==> src/design/dlc_pkg.sv <==
/*
 * Shared constants of the latch and event time capture block: register
 * offsets, field positions, reset values and synchroniser depth.
 * Assumes a byte-wide register access model on both register ports.
 */
package dlc_pkg;
    // Number of time registers and of latch edges.
    localparam int DLC_NUM_TIME = 7;
    localparam int DLC_NUM_EDGE = 4;

    // Time register indices; edges first so that edge index equals time index.
    localparam int DLC_IDX_RISE0 = 0;
    localparam int DLC_IDX_FALL0 = 1;
    localparam int DLC_IDX_RISE1 = 2;
    localparam int DLC_IDX_FALL1 = 3;
    localparam int DLC_IDX_NETEVT = 4;
    localparam int DLC_IDX_HSTART = 5;
    localparam int DLC_IDX_HCHANGE = 6;

    // Byte offsets of the registers.
    localparam logic [15:0] DLC_OFS_CAPTURE1_STATUS = 16'h09AF;
    localparam logic [15:0] DLC_TIME_OFS [0:DLC_NUM_TIME-1] = '{
        16'h09B0, 16'h09B8, 16'h09C0, 16'h09C8, 16'h09F0, 16'h09F8, 16'h09FC};
    // One marks a 64-bit register, zero a 32-bit register.
    localparam logic [DLC_NUM_TIME-1:0] DLC_TIME_WIDE = 7'h0F;
    // One marks a register that the network port may read.
    localparam logic [DLC_NUM_TIME-1:0] DLC_NET_VISIBLE = 7'h1F;

    // Status byte fields of capture input 1.
    localparam int DLC_ST_RISE = 0;
    localparam int DLC_ST_FALL = 1;
    localparam int DLC_ST_PIN = 2;

    // Reset values.
    localparam logic [63:0] DLC_TIME_RESET = 64'h0;
    localparam logic [7:0] DLC_STATUS_RESET = 8'h00;
    localparam logic [7:0] DLC_READ_IDLE = 8'h00;

    // Synchroniser depth for the capture inputs.
    localparam int DLC_SYNC_STAGES = 2;
endpackage

==> src/design/dlc_cap_if.sv <==
/*
 * Carrier of the live capture values from the capture core to the
 * register read ports. Assumes one clock domain shared by both ends.
 */
interface dlc_cap_if;
    import dlc_pkg::*;
    logic [63:0] timeVal [0:DLC_NUM_TIME-1];
    logic [7:0] status1;

    modport source(output timeVal, output status1);
    modport sink(input timeVal, input status1);
endinterface

==> src/design/dlc_latch_event_time_capture.sv <==
/*
 * Latch input and buffer event time capture of the distributed clock unit.
 * Assumes system and local time arrive as free running counters on clk,
 * that latch mode, assignment and write-acknowledge bits come from the
 * surrounding clock unit, and that buffer events are one-cycle pulses.
 */
module dlc_latch_event_time_capture
    import dlc_pkg::*;
(
    input wire logic clk,
    input wire logic rst_b,
    input wire logic [1:0] captureIn,
    input wire logic [63:0] systemTime,
    input wire logic [31:0] localTime,
    input wire logic [DLC_NUM_EDGE-1:0] singleEventMode,
    input wire logic [1:0] hostAssign,
    input wire logic hostWriteAck,
    input wire logic netFrameStart,
    input wire logic netBufferEvent,
    input wire logic hostBufferStart,
    input wire logic hostBufferChange,
    input wire logic [15:0] netAddr,
    input wire logic netRd,
    input wire logic netWr,
    output logic [7:0] netRdData,
    input wire logic [15:0] hostAddr,
    input wire logic hostRd,
    input wire logic hostWr,
    output logic [7:0] hostRdData
);
    logic [1:0] rstPipe;
    logic rstSync_b;
    logic [1:0] syncStage [0:DLC_SYNC_STAGES-1];
    logic [1:0] pinLevel;
    logic [1:0] pinLast;
    logic [DLC_NUM_EDGE-1:0] edgeSeen;
    logic [DLC_NUM_EDGE-1:0] edgeTake;
    logic [DLC_NUM_EDGE-1:0] flag;
    logic [DLC_NUM_EDGE-1:0] next_flag;
    logic [DLC_NUM_EDGE-1:0] ack;
    logic [DLC_NUM_EDGE-1:0] netEdgeRead;
    logic [DLC_NUM_EDGE-1:0] hostEdgeRead;
    logic [DLC_NUM_EDGE-1:0] hostEdgeWrite;
    logic [63:0] timeReg [0:DLC_NUM_TIME-1];
    logic [31:0] frameTime;
    logic [31:0] netEvtTime;
    logic [7:0] status1;

    dlc_cap_if capBus();

    // Reset is asserted at once and released through two flops.
    always_ff @(posedge clk or negedge rst_b) begin
        if (!rst_b) begin
            rstPipe <= 2'h0;
        end else begin
            rstPipe <= {rstPipe[0], 1'b1};
        end
    end
    assign rstSync_b = rstPipe[1];

    // Two-flop synchroniser per input, then one flop for edge detection.
    always_ff @(posedge clk or negedge rstSync_b) begin
        if (!rstSync_b) begin
            syncStage[0] <= 2'h0;
            syncStage[1] <= 2'h0;
            pinLast <= 2'h0;
        end else begin
            syncStage[0] <= captureIn;
            syncStage[1] <= syncStage[0];
            pinLast <= pinLevel;
        end
    end
    assign pinLevel = syncStage[DLC_SYNC_STAGES-1];

    // Edge events in time-register order: rise0, fall0, rise1, fall1.
    assign edgeSeen = {~pinLevel[1] & pinLast[1], pinLevel[1] & ~pinLast[1],
                       ~pinLevel[0] & pinLast[0], pinLevel[0] & ~pinLast[0]};

    // Host writes hit an edge register on any of its bytes.
    genvar e;
    generate
        for (e = 0; e < DLC_NUM_EDGE; e++) begin : g_edge
            localparam int PIN = e / 2;
            assign hostEdgeWrite[e] = hostWr && (hostAddr[15:3] == DLC_TIME_OFS[e][15:3]);
            // Acknowledge source follows the assignment and write-acknowledge bits.
            assign ack[e] = hostAssign[PIN]
                ? (hostWriteAck ? hostEdgeWrite[e] : hostEdgeRead[e])
                : netEdgeRead[e];
            // A held single-event flag blocks further captures until acknowledged.
            assign edgeTake[e] = edgeSeen[e] && !(singleEventMode[e] && flag[e]);
            // Setting wins over a same-cycle acknowledge; continuous mode forces zero.
            // An edge that meets an acknowledge keeps the flag up, but its time is not captured since the old flag still blocks it.
            assign next_flag[e] = singleEventMode[e]
                && (edgeSeen[e] || (flag[e] && !ack[e]));

            always_ff @(posedge clk or negedge rstSync_b) begin
                if (!rstSync_b) begin
                    timeReg[e] <= DLC_TIME_RESET;
                end else if (edgeTake[e]) begin
                    timeReg[e] <= systemTime;
                end
            end
        end
    endgenerate

    // Flags for all four edges; only input 1 flags are visible in status.
    always_ff @(posedge clk or negedge rstSync_b) begin
        if (!rstSync_b) begin
            flag <= 4'h0;
        end else begin
            flag <= next_flag;
        end
    end

    // The frame start time is held so a later event in the frame can use it.
    always_ff @(posedge clk or negedge rstSync_b) begin
        if (!rstSync_b) begin
            frameTime <= 32'h0;
            netEvtTime <= 32'h0;
        end else begin
            if (netFrameStart) begin
                frameTime <= localTime;
            end
            if (netBufferEvent) begin
                netEvtTime <= netFrameStart ? localTime : frameTime;
            end
        end
    end

    // Host-side buffer events take the local time directly.
    always_ff @(posedge clk or negedge rstSync_b) begin
        if (!rstSync_b) begin
            timeReg[DLC_IDX_HSTART] <= DLC_TIME_RESET;
            timeReg[DLC_IDX_HCHANGE] <= DLC_TIME_RESET;
        end else begin
            if (hostBufferStart) begin
                timeReg[DLC_IDX_HSTART] <= {32'h0, localTime};
            end
            if (hostBufferChange) begin
                timeReg[DLC_IDX_HCHANGE] <= {32'h0, localTime};
            end
        end
    end
    assign timeReg[DLC_IDX_NETEVT] = {32'h0, netEvtTime};

    // Status byte of capture input 1 with the live pin level.
    assign status1 = {5'h00, pinLevel[1], flag[DLC_IDX_FALL1],
                      flag[DLC_IDX_RISE1]};

    // Publish the live values to both read ports.
    genvar t;
    generate
        for (t = 0; t < DLC_NUM_TIME; t++) begin : g_pub
            assign capBus.timeVal[t] = timeReg[t];
        end
    endgenerate
    assign capBus.status1 = status1;

    // Network port: read only, so netWr has no path into any register.
    dlc_read_port #(.HOST_SIDE(1'b0)) u_netPort (
        .clk(clk),
        .rstSync_b(rstSync_b),
        .cap(capBus.sink),
        .addr(netAddr),
        .rd(netRd),
        .rdData(netRdData),
        .edgeRead(netEdgeRead)
    );

    // Host port keeps an independent set of snapshots.
    dlc_read_port #(.HOST_SIDE(1'b1)) u_hostPort (
        .clk(clk),
        .rstSync_b(rstSync_b),
        .cap(capBus.sink),
        .addr(hostAddr),
        .rd(hostRd),
        .rdData(hostRdData),
        .edgeRead(hostEdgeRead)
    );
endmodule

==> src/design/dlc_read_port.sv <==
/*
 * One byte-wide register read port with its own consistency snapshots.
 * Assumes reads are single-cycle strobes synchronous to clk and that the
 * capture values arrive through the carrier interface.
 */
module dlc_read_port
    import dlc_pkg::*;
#(
    parameter bit HOST_SIDE = 1'b0
) (
    input wire logic clk,
    input wire logic rstSync_b,
    dlc_cap_if.sink cap,
    input wire logic [15:0] addr,
    input wire logic rd,
    output logic [7:0] rdData,
    output logic [DLC_NUM_EDGE-1:0] edgeRead
);
    logic [DLC_NUM_TIME-1:0] hit;
    logic [DLC_NUM_TIME-1:0] lowByte;
    logic [7:0] byteVal [0:DLC_NUM_TIME-1];
    logic [55:0] snap [0:DLC_NUM_TIME-1];
    logic [7:0] orTree [0:DLC_NUM_TIME];
    logic statusHit;
    logic [7:0] next_rdData;

    assign orTree[0] = statusHit ? cap.status1 : DLC_READ_IDLE;

    // Per-register decode, snapshot and byte selection.
    genvar i;
    generate
        for (i = 0; i < DLC_NUM_TIME; i++) begin : g_reg
            wire match64 = addr[15:3] == DLC_TIME_OFS[i][15:3];
            wire match32 = addr[15:2] == DLC_TIME_OFS[i][15:2];
            wire visible = HOST_SIDE || DLC_NET_VISIBLE[i];
            wire [2:0] lane = DLC_TIME_WIDE[i] ? addr[2:0] : {1'b0, addr[1:0]};
            wire [63:0] held = {snap[i], cap.timeVal[i][7:0]};
            assign hit[i] = rd && visible && (DLC_TIME_WIDE[i] ? match64 : match32);
            assign lowByte[i] = hit[i] && (lane == 3'h0);
            assign byteVal[i] = hit[i] ? held[8*lane +: 8] : DLC_READ_IDLE;
            assign orTree[i+1] = orTree[i] | byteVal[i];

            // Upper bits freeze on a low-byte read so later bytes stay coherent.
            always_ff @(posedge clk or negedge rstSync_b) begin
                if (!rstSync_b) begin
                    snap[i] <= 56'h0;
                end else if (lowByte[i]) begin
                    snap[i] <= cap.timeVal[i][63:8];
                end
            end
        end
    endgenerate

    // The low byte reads the live value, higher bytes read the snapshot.
    assign statusHit = rd && (addr == DLC_OFS_CAPTURE1_STATUS);
    assign next_rdData = rd ? orTree[DLC_NUM_TIME] : rdData;
    assign edgeRead = lowByte[DLC_NUM_EDGE-1:0];

    // Read data is registered and holds until the next read strobe.
    always_ff @(posedge clk or negedge rstSync_b) begin
        if (!rstSync_b) begin
            rdData <= DLC_READ_IDLE;
        end else begin
            rdData <= next_rdData;
        end
    end
endmodule

==> config.mk <==
export PLATFORM = sky130hd
export DESIGN_NAME = dlc_latch_event_time_capture
export DESIGN_NICKNAME = d
export VERILOG_FILES = /design/src/design/dlc_pkg.sv /design/src/design/dlc_cap_if.sv /design/src/design/dlc_latch_event_time_capture.sv /design/src/design/dlc_read_port.sv
export SDC_FILE = /design/constraint.sdc
export NUM_CORES = 1
export LEC_CHECK = 0
export BUFFER_PORTS_ARGS = -buffer_cell sky130_fd_sc_hd__buf_2
export CORE_MARGIN = 3
export CORE_UTILIZATION = 56
export DETAILED_ROUTE_END_ITERATION = 10
export PLACE_DENSITY = 0.78
export RECOVER_POWER = 50
export SLEW_MARGIN = 20
export SYNTH_ARGS = -nofsm -noshare
export SYNTH_HDL_FRONTEND = slang
export SYNTH_SLANG_ARGS = --single-unit
==> constraint.sdc <==
create_clock -name clk -period 30.2 [get_ports clk]
set_clock_uncertainty 0.1 [all_clocks]
set_input_delay 3.02 -clock clk [delete_from_list [all_inputs] [get_ports clk]]
set_output_delay 3.02 -clock clk [all_outputs]
set_load 0.005 [all_outputs]
After elaboration in Yosys (flattened, before gate mapping)

Index checks and enable logic that the tools add are counted.

Equal/unequal tests: 14
Shift operators: 12
Multiplexer cells: 23
Bitwise logic cells: 20
Reduce and logical (&&, ||, !) cells: 62

Operators with widths:

| cell                 | number |
|---|---|
| $shiftx 64x7->8      | 8 |
| $shiftx 64x6->8      | 4 |
| $eq 13x9->1 const B  | 8 |
| $mux 8               | 12 |
| $or 8x8->8           | 12 |
| $eq 14x10->1 const B | 4 |
| $logic_and 1x1->1    | 46 |
| $eq 16x12->1 const B | 2 |
| $mux 32              | 1 |
| $logic_not 3->1      | 4 |
| $logic_not 1->1      | 8 |
| $mux 1               | 8 |
| $mux 3               | 2 |
| $and 1x1->1          | 4 |
| $logic_or 1x1->1     | 4 |
| $not 1->1            | 4 |

Register bits after elaboration: 956

Longest topological paths before layout

Gate-level depths: netlist (run 1).

Depth after elaboration: 10
Gate-level depth with buffers: 9
Gate-level depth less buffers: 5

Modules after synthesis

A second synthesis (run 1) with hierarchy kept.

Cell total of the unflattened synthesis: 2567
Area total of the unflattened synthesis: 42250.5 um^2

Modules (own cells, without submodules):

| module                       | instances | cells each | area an instance (um^2) |
|---|---|---|---|
| dlc_latch_event_time_capture | 1         | 867        | 15558.7 |
| dlc_read_port (u_hostPort)   | 1         | 915        | 14580.2 |
| dlc_read_port (u_netPort)    | 1         | 785        | 12111.6 |

Worst setup path before layout (run 1)

Ideal clock, no wire load.

Path kind: input to register
From: input hostAddr[1]
To: register u_hostPort.rdData[3]
Library setup time: 134 ps
Arrival: 4783 ps
Required time: 29966 ps
Slack: 25182 ps
Cell stages on the path: 7
Path buffers: 4
Cells stage by stage: buf_2 buf_2 buf_2 buf_2 mux4_2 a2111oi_0 a21oi_1

Word-level cells in the longest chain between the ends: 9
Elaborated cells on any way between the ends: 21

RTL lines:

| element                 | line                               | source |
|---|---|---|
| start, declared         | dlc_latch_event_time_capture.sv:26 | `input wire logic [15:0] hostAddr,` |
| $shiftx 64x7->8         | dlc_read_port.sv:40                | `assign byteVal[i] = hit[i] ? held[8*lane +: 8] : DLC_READ_IDLE;` |
| $mux 8                  | dlc_read_port.sv:40                |  |
| $or 8x8->8 (6 in a row) | dlc_read_port.sv:41                | `assign orTree[i+1] = orTree[i] \| byteVal[i];` |
| $or 8x8->8 *            | dlc_read_port.sv:41                |  |
| end signal, assigned    | dlc_read_port.sv:64                | `rdData <= next_rdData;` |
| end, declared           | dlc_read_port.sv:16                | `output logic [7:0] rdData,` |

Mark *: on every way between the ends. The rest lies on a longest branch, timed or not.
A chain may end at the register's enable or synchronous reset.

==> run metrics, run 1 <==
mapped cell area 0.0408 mm²; H-tree depth 3; status finished, violations left; Finished Core Util 63.8%; CP delay by family, top buffers and inverters; Critical Path Fanout Max 180; EDFF count, synth 0; Final Hold Slack 0.247 ns; DR WL/cell 27.0 µm; WP data required 29.88 ns; Max Cap Violations 10; Final Net Count 2794; Async SR Flop Fraction 100%; RD Place Congestion 0.854; Synth Warn # 0; reg2reg path depth 4; Die Y 276 µm; synthesis-to-layout area growth 12.5%; detailed placement HPWL 64600 µm; crit share post-route 49.0%; Post-CTS Resized 0; initial DRC count 1709; vias per cell 6.23; DRT Pass-1 Iters 5; syn_nets 2646; end of the worst register-to-register path u_netPort.g_reg[3].held[12]; Hold Crit Class register to asynchronous set/reset pin; first-pass GRT wire length 152000 µm; clock latency on the worst-skew pair 0.67 ns; final worst slack 15.41 ns; CP bufs+invs 4; CTS Hold Bufs 0; Die X 276 µm; gr usage total 26.7%; FF-to-FF setup slack 15.41 ns; Setup WS pre-CTS 23.01 ns; I/O pins 163; Leak Pwr 21.4 nW; largest net degree at the start of global routing 202; most frequent cells in the layout dfrtp_1, mux2_2, mux4_2, buf_2, clkbuf_16; Seq/Total Area, Yosys 58.7%; Crit Path Class register to asynchronous set/reset pin; Worst path max stage delay 6.43 ns; Setup Fix Bufs, Post-CTS 0; Routed WL 99600 µm; design area 0.0459 mm²; violations in the final reports capacitance limit, slew limit; share of the synthesized area in the top cell type 58.7%; VDD IR max 46.3 µV; slew margin rel. -521%; Yosys top cell by area dfrtp_1; Cell Pwr Density 63.4 mW/mm²; vias 23000; final setup vio count 0; Buffers on Ports 161; Initial Utilization 56.7%; synth unique cells 60; initial antenna violation count 13; Final Hold Violating Endpoints 0; post-layout minimum cycle time 14.79 ns; vias in the first global route 24800; pin slew with the least headroom to its limit 9.31 ns; worst flop-to-flop path startpoint rstPipe[1]; drt drc 0; CP arrival 14.47 ns; worst path cell trace clkbuf_1 -> clkbuf_1 -> buf_16 -> clkbuf_1; commonest non-fill, non-tap cell in the layout dfrtp_1; CTS buffer count 97; Core ar. 0.0719 mm²; # rows 98; Clk pin slew, worst setup/hold paths 0.06 ns; dominant cells by area after synthesis dfrtp_1, mux2_2, mux4_2; Avg Inst Size Synth 16.3 µm²; Sum Neg Setup Slack 0 ns; Yosys reg bits 956; die area 0.0761 mm²; fmax 0.0676 GHz; Worst path slowest cell clkbuf_1; Placed Instance Area 0.0424 mm²; share of cells above drive strength 1 52.9%; Pins Over Slew Limit 782; RSZ-0062 raised after global routing no; Clock Path Buffers 3; grt ovf 0; CTS tree built; # clock sinks 956; cell count after synthesis 2499; Final ANT Viol Nets 0; Crit. End Element asynchronous set/reset pin; CP Launch Type register; Critical Path Most Common Cell clkbuf_1; main flop type after synthesis dfrtp_1; root buf cell clkbuf_16
cell families after synthesis:
group           Yosys count  share of synthesized area [%]
flops                   956                           58.7
mux                    1142                           35.9
other cells               1                        0.00920
simple gates            164                           2.25
compound gates           73                           1.28
buf+inv                 163                           1.90
metrics by stage:
stage	total power [mW]	instances
floorplan	1.57	2499
global placement	1.64	3496
detailed placement	1.65	3496
CTS	2.93	3676
global route	3.01	3681
finish	2.91	3686
flip-flops by register name, summed over array words and instances (netlist names):
name / flops
pinLevel: 2
u_netPort.g.held: 248
u_hostPort.g.held: 296
netEvtTime: 32
u_hostPort.rdData: 8
u_netPort.rdData: 8
pinLast: 2
syncStage: 2
frameTime: 32
rstPipe: 2
flag: 4
capBus.timeVal: 320
report_power, final:
part	internal, mW	switching [mW]
Clock	0.762	0.514
Combinational	0.103	0.107
Sequential	1.36	0.0585
Total	2.23	0.679
cell usage after synthesis (6+ instances only):
cell         n
a2111oi_0    8
a211oi_1     6
a21oi_1     13
a221oi_1     6
a22oi_1      9
a31oi_1      8
buf_1       15
buf_2       69
buf_4        6
buf_6        7
clkbuf_1    56
dfrtp_1    956
inv_1        9
mux2_1      30
mux2_2     906
mux2i_1     44
mux4_2     162
nand2_1     32
nand3_1     10
nand4_1      7
nor2_1      43
nor2b_1      8
nor3_1      20
nor4_1       6
o21ai_0      6
worst max path at each step:
stage                startpoint                           end  slack (ns)  cells past startpoint
floorplan            rstPipe[1]             capBus.timeVal[0]        1.48                      0
CTS                 hostAddr[0]          u_hostPort.rdData[2]       23.68                      8
global route         rstPipe[1]  u_hostPort.g_reg[0].held[59]       12.65                      4
detailed placement  hostAddr[0]          u_hostPort.rdData[2]       23.01                      8
global placement    hostAddr[0]          u_hostPort.rdData[2]       23.08                      8
finish               rstPipe[1]   u_netPort.g_reg[3].held[12]       15.41                      4
area by class of cell:
cell class / instances / area, µm²
fill: 4992 / 26000
sequential: 956 / 23900
multi-input combinational: 1380 / 16100
clock buffer: 132 / 2750
tap: 950 / 1190
timing repair buffer: 202 / 1110
clock inverter: 48 / 698
inverter: 10 / 37.5
antenna: 8 / 20.0
routing by layer:
layer / routed length, µm / global-route usage, %
met5: 22 / 0
met4: 3560 / 9.55
met3: 7130 / 6.38
met2: 47700 / 42.4
met1: 41200 / 36.4
worst reg2reg max path: cells and delay by family, from the launching register on:
kind	cells	cell delay, ns
buffers and inverters	4	12.93
flip-flops	1	0.87
No activity file was read; power rests on OpenSTA's default activity.
==> run 2: changes to the inputs <==
clock period = 12.4 ns   (was 30.2 ns; I/O delays follow)
==> run metrics, run 2 (synthesis results as in run 1) <==
synthesis-to-layout area growth 12.0%; CTS tree built; Finished Core Util 63.5%; Pins Over Slew Limit 703; vias 23100; Final Net Count 2798; WP data required 12.99 ns; Initial Utilization 56.7%; Die X 276 µm; crit share post-route 57.2%; root buf cell clkbuf_16; Crit. End Element asynchronous set/reset pin; CTS buffer count 98; RSZ-0062 raised after global routing no; worst path cell trace buf_12 -> clkbuf_1 -> clkbuf_1 -> buf_6; Core ar. 0.0719 mm²; most frequent cells in the layout dfrtp_1, mux2_2, mux4_2, buf_2, clkbuf_16; design area 0.0456 mm²; vias in the first global route 24700; post-placement cell count 3499; DR WL/cell 26.9 µm; Routed WL 99000 µm; max FFs per register 320; final setup vio count 0; grt ovf 0; Worst path max stage delay 2.30 ns; die area 0.0761 mm²; CP arrival 7.68 ns; Sum Neg Setup Slack 0 ns; RD Place Congestion 0.853; post-layout minimum cycle time 7.09 ns; H-tree depth 3; Buffers on Ports 161; Critical Path Most Common Cell clkbuf_1; Final Hold Slack 0.250 ns; clock latency on the worst-skew pair 0.66 ns; violations in the final reports capacitance limit, slew limit; Setup Fix Bufs, Post-CTS 0; share of cells above drive strength 1 50.9%; Clk pin slew, worst setup/hold paths 0.06 ns; fmax 0.141 GHz; vias per cell 6.26; largest net degree at the start of global routing 185; pin slew with the least headroom to its limit 4.74 ns; Post-CTS Resized 0; initial DRC count 1498; CP Launch Type register; I/O pins 163; drt drc 0; Placed Instance Area 0.0424 mm²; Die Y 276 µm; Critical Path Fanout Max 184; # fillers 5070; first-pass GRT wire length 151000 µm; Leak Pwr 21.3 nW; Hold Crit Class register to register; gr usage total 26.4%; Worst path slowest cell clkbuf_1; DRT Pass-1 Iters 5; CTS Hold Bufs 0; Non-Filler Instances 3683; Final Hold Violating Endpoints 0; Clock Path Buffers 3; # clock sinks 956; status finished, violations left; Max Cap Violations 13; commonest non-fill, non-tap cell in the layout dfrtp_1; # rows 98; detailed placement HPWL 64100 µm; Final ANT Viol Nets 0; slew margin rel. -216%; Crit Path Class register to asynchronous set/reset pin; VDD IR max 124 µV; Cell Pwr Density 151 mW/mm²; initial antenna violation count 14
-- run 2: cell count changes in the layout (fill, tap and decap cells not counted), sizes merged --
cell / delta
clkinvlp: -6
bufinv: -8
inv: -2
clkinv: +3
clkbuf: +25
buf: -15
-- run 2: layout make-up --
cell class                 count  area [µm²]  share of cell area, %
antenna                        8        20.0                 0.0439
clock buffer                 139        2780                   6.08
clock inverter                35         429                  0.940
inverter                      10        37.5                 0.0822
multi-input combinational   1380       16100                   35.4
sequential                   956       23900                   52.4
tap                          950        1190                   2.60
timing repair buffer         205        1130                   2.47
-- run 2: final timing paths --
check / startpoint / end / slack, ns / depth (start not counted)
worst min-delay path: rstPipe[0] / rstPipe[1] / 0.25 / 0
max in group clk: singleEventMode[3] / capBus.timeVal[227] / 7.34 / 5
min in group asynchronous: rst_b / rstPipe[0] / 0.27 / 1
worst min register to register: rstPipe[0] / rstPipe[1] / 0.25 / 0
worst max register to register: rstPipe[1] / capBus.timeVal[19] / 5.31 / 4
worst max-delay path: rstPipe[1] / capBus.timeVal[19] / 5.31 / 4
-- run 2: critical path: cells and delay by family (launching register included) --
kind	cells	cell delay (ns)
buffers and inverters	4	4.78
flip-flops	1	1.88
-- run 2: per-layer routing --
metal	global-route usage (%)	share of wire (%)	wire length (µm)
met1	36.4	43	42100
met4	7.99	2.8	2760
met5	0	0.040	40
met3	5.16	5.7	5640
met2	43.1	49	48500
-- run 2: metrics by stage --
stage	setup WS (ns)	power [mW]
after floorplan	3.12	3.82
after global placement	7.23	3.98
after detailed placement	7.17	4.02
after CTS	7.84	6.94
after global routing	4.28	7.13
final	5.31	6.89
-- run 2: where the power goes --
group / switching (mW) / internal [mW]
Sequential: 0.141 / 3.32
Clock: 1.23 / 1.69
Combinational: 0.255 / 0.257
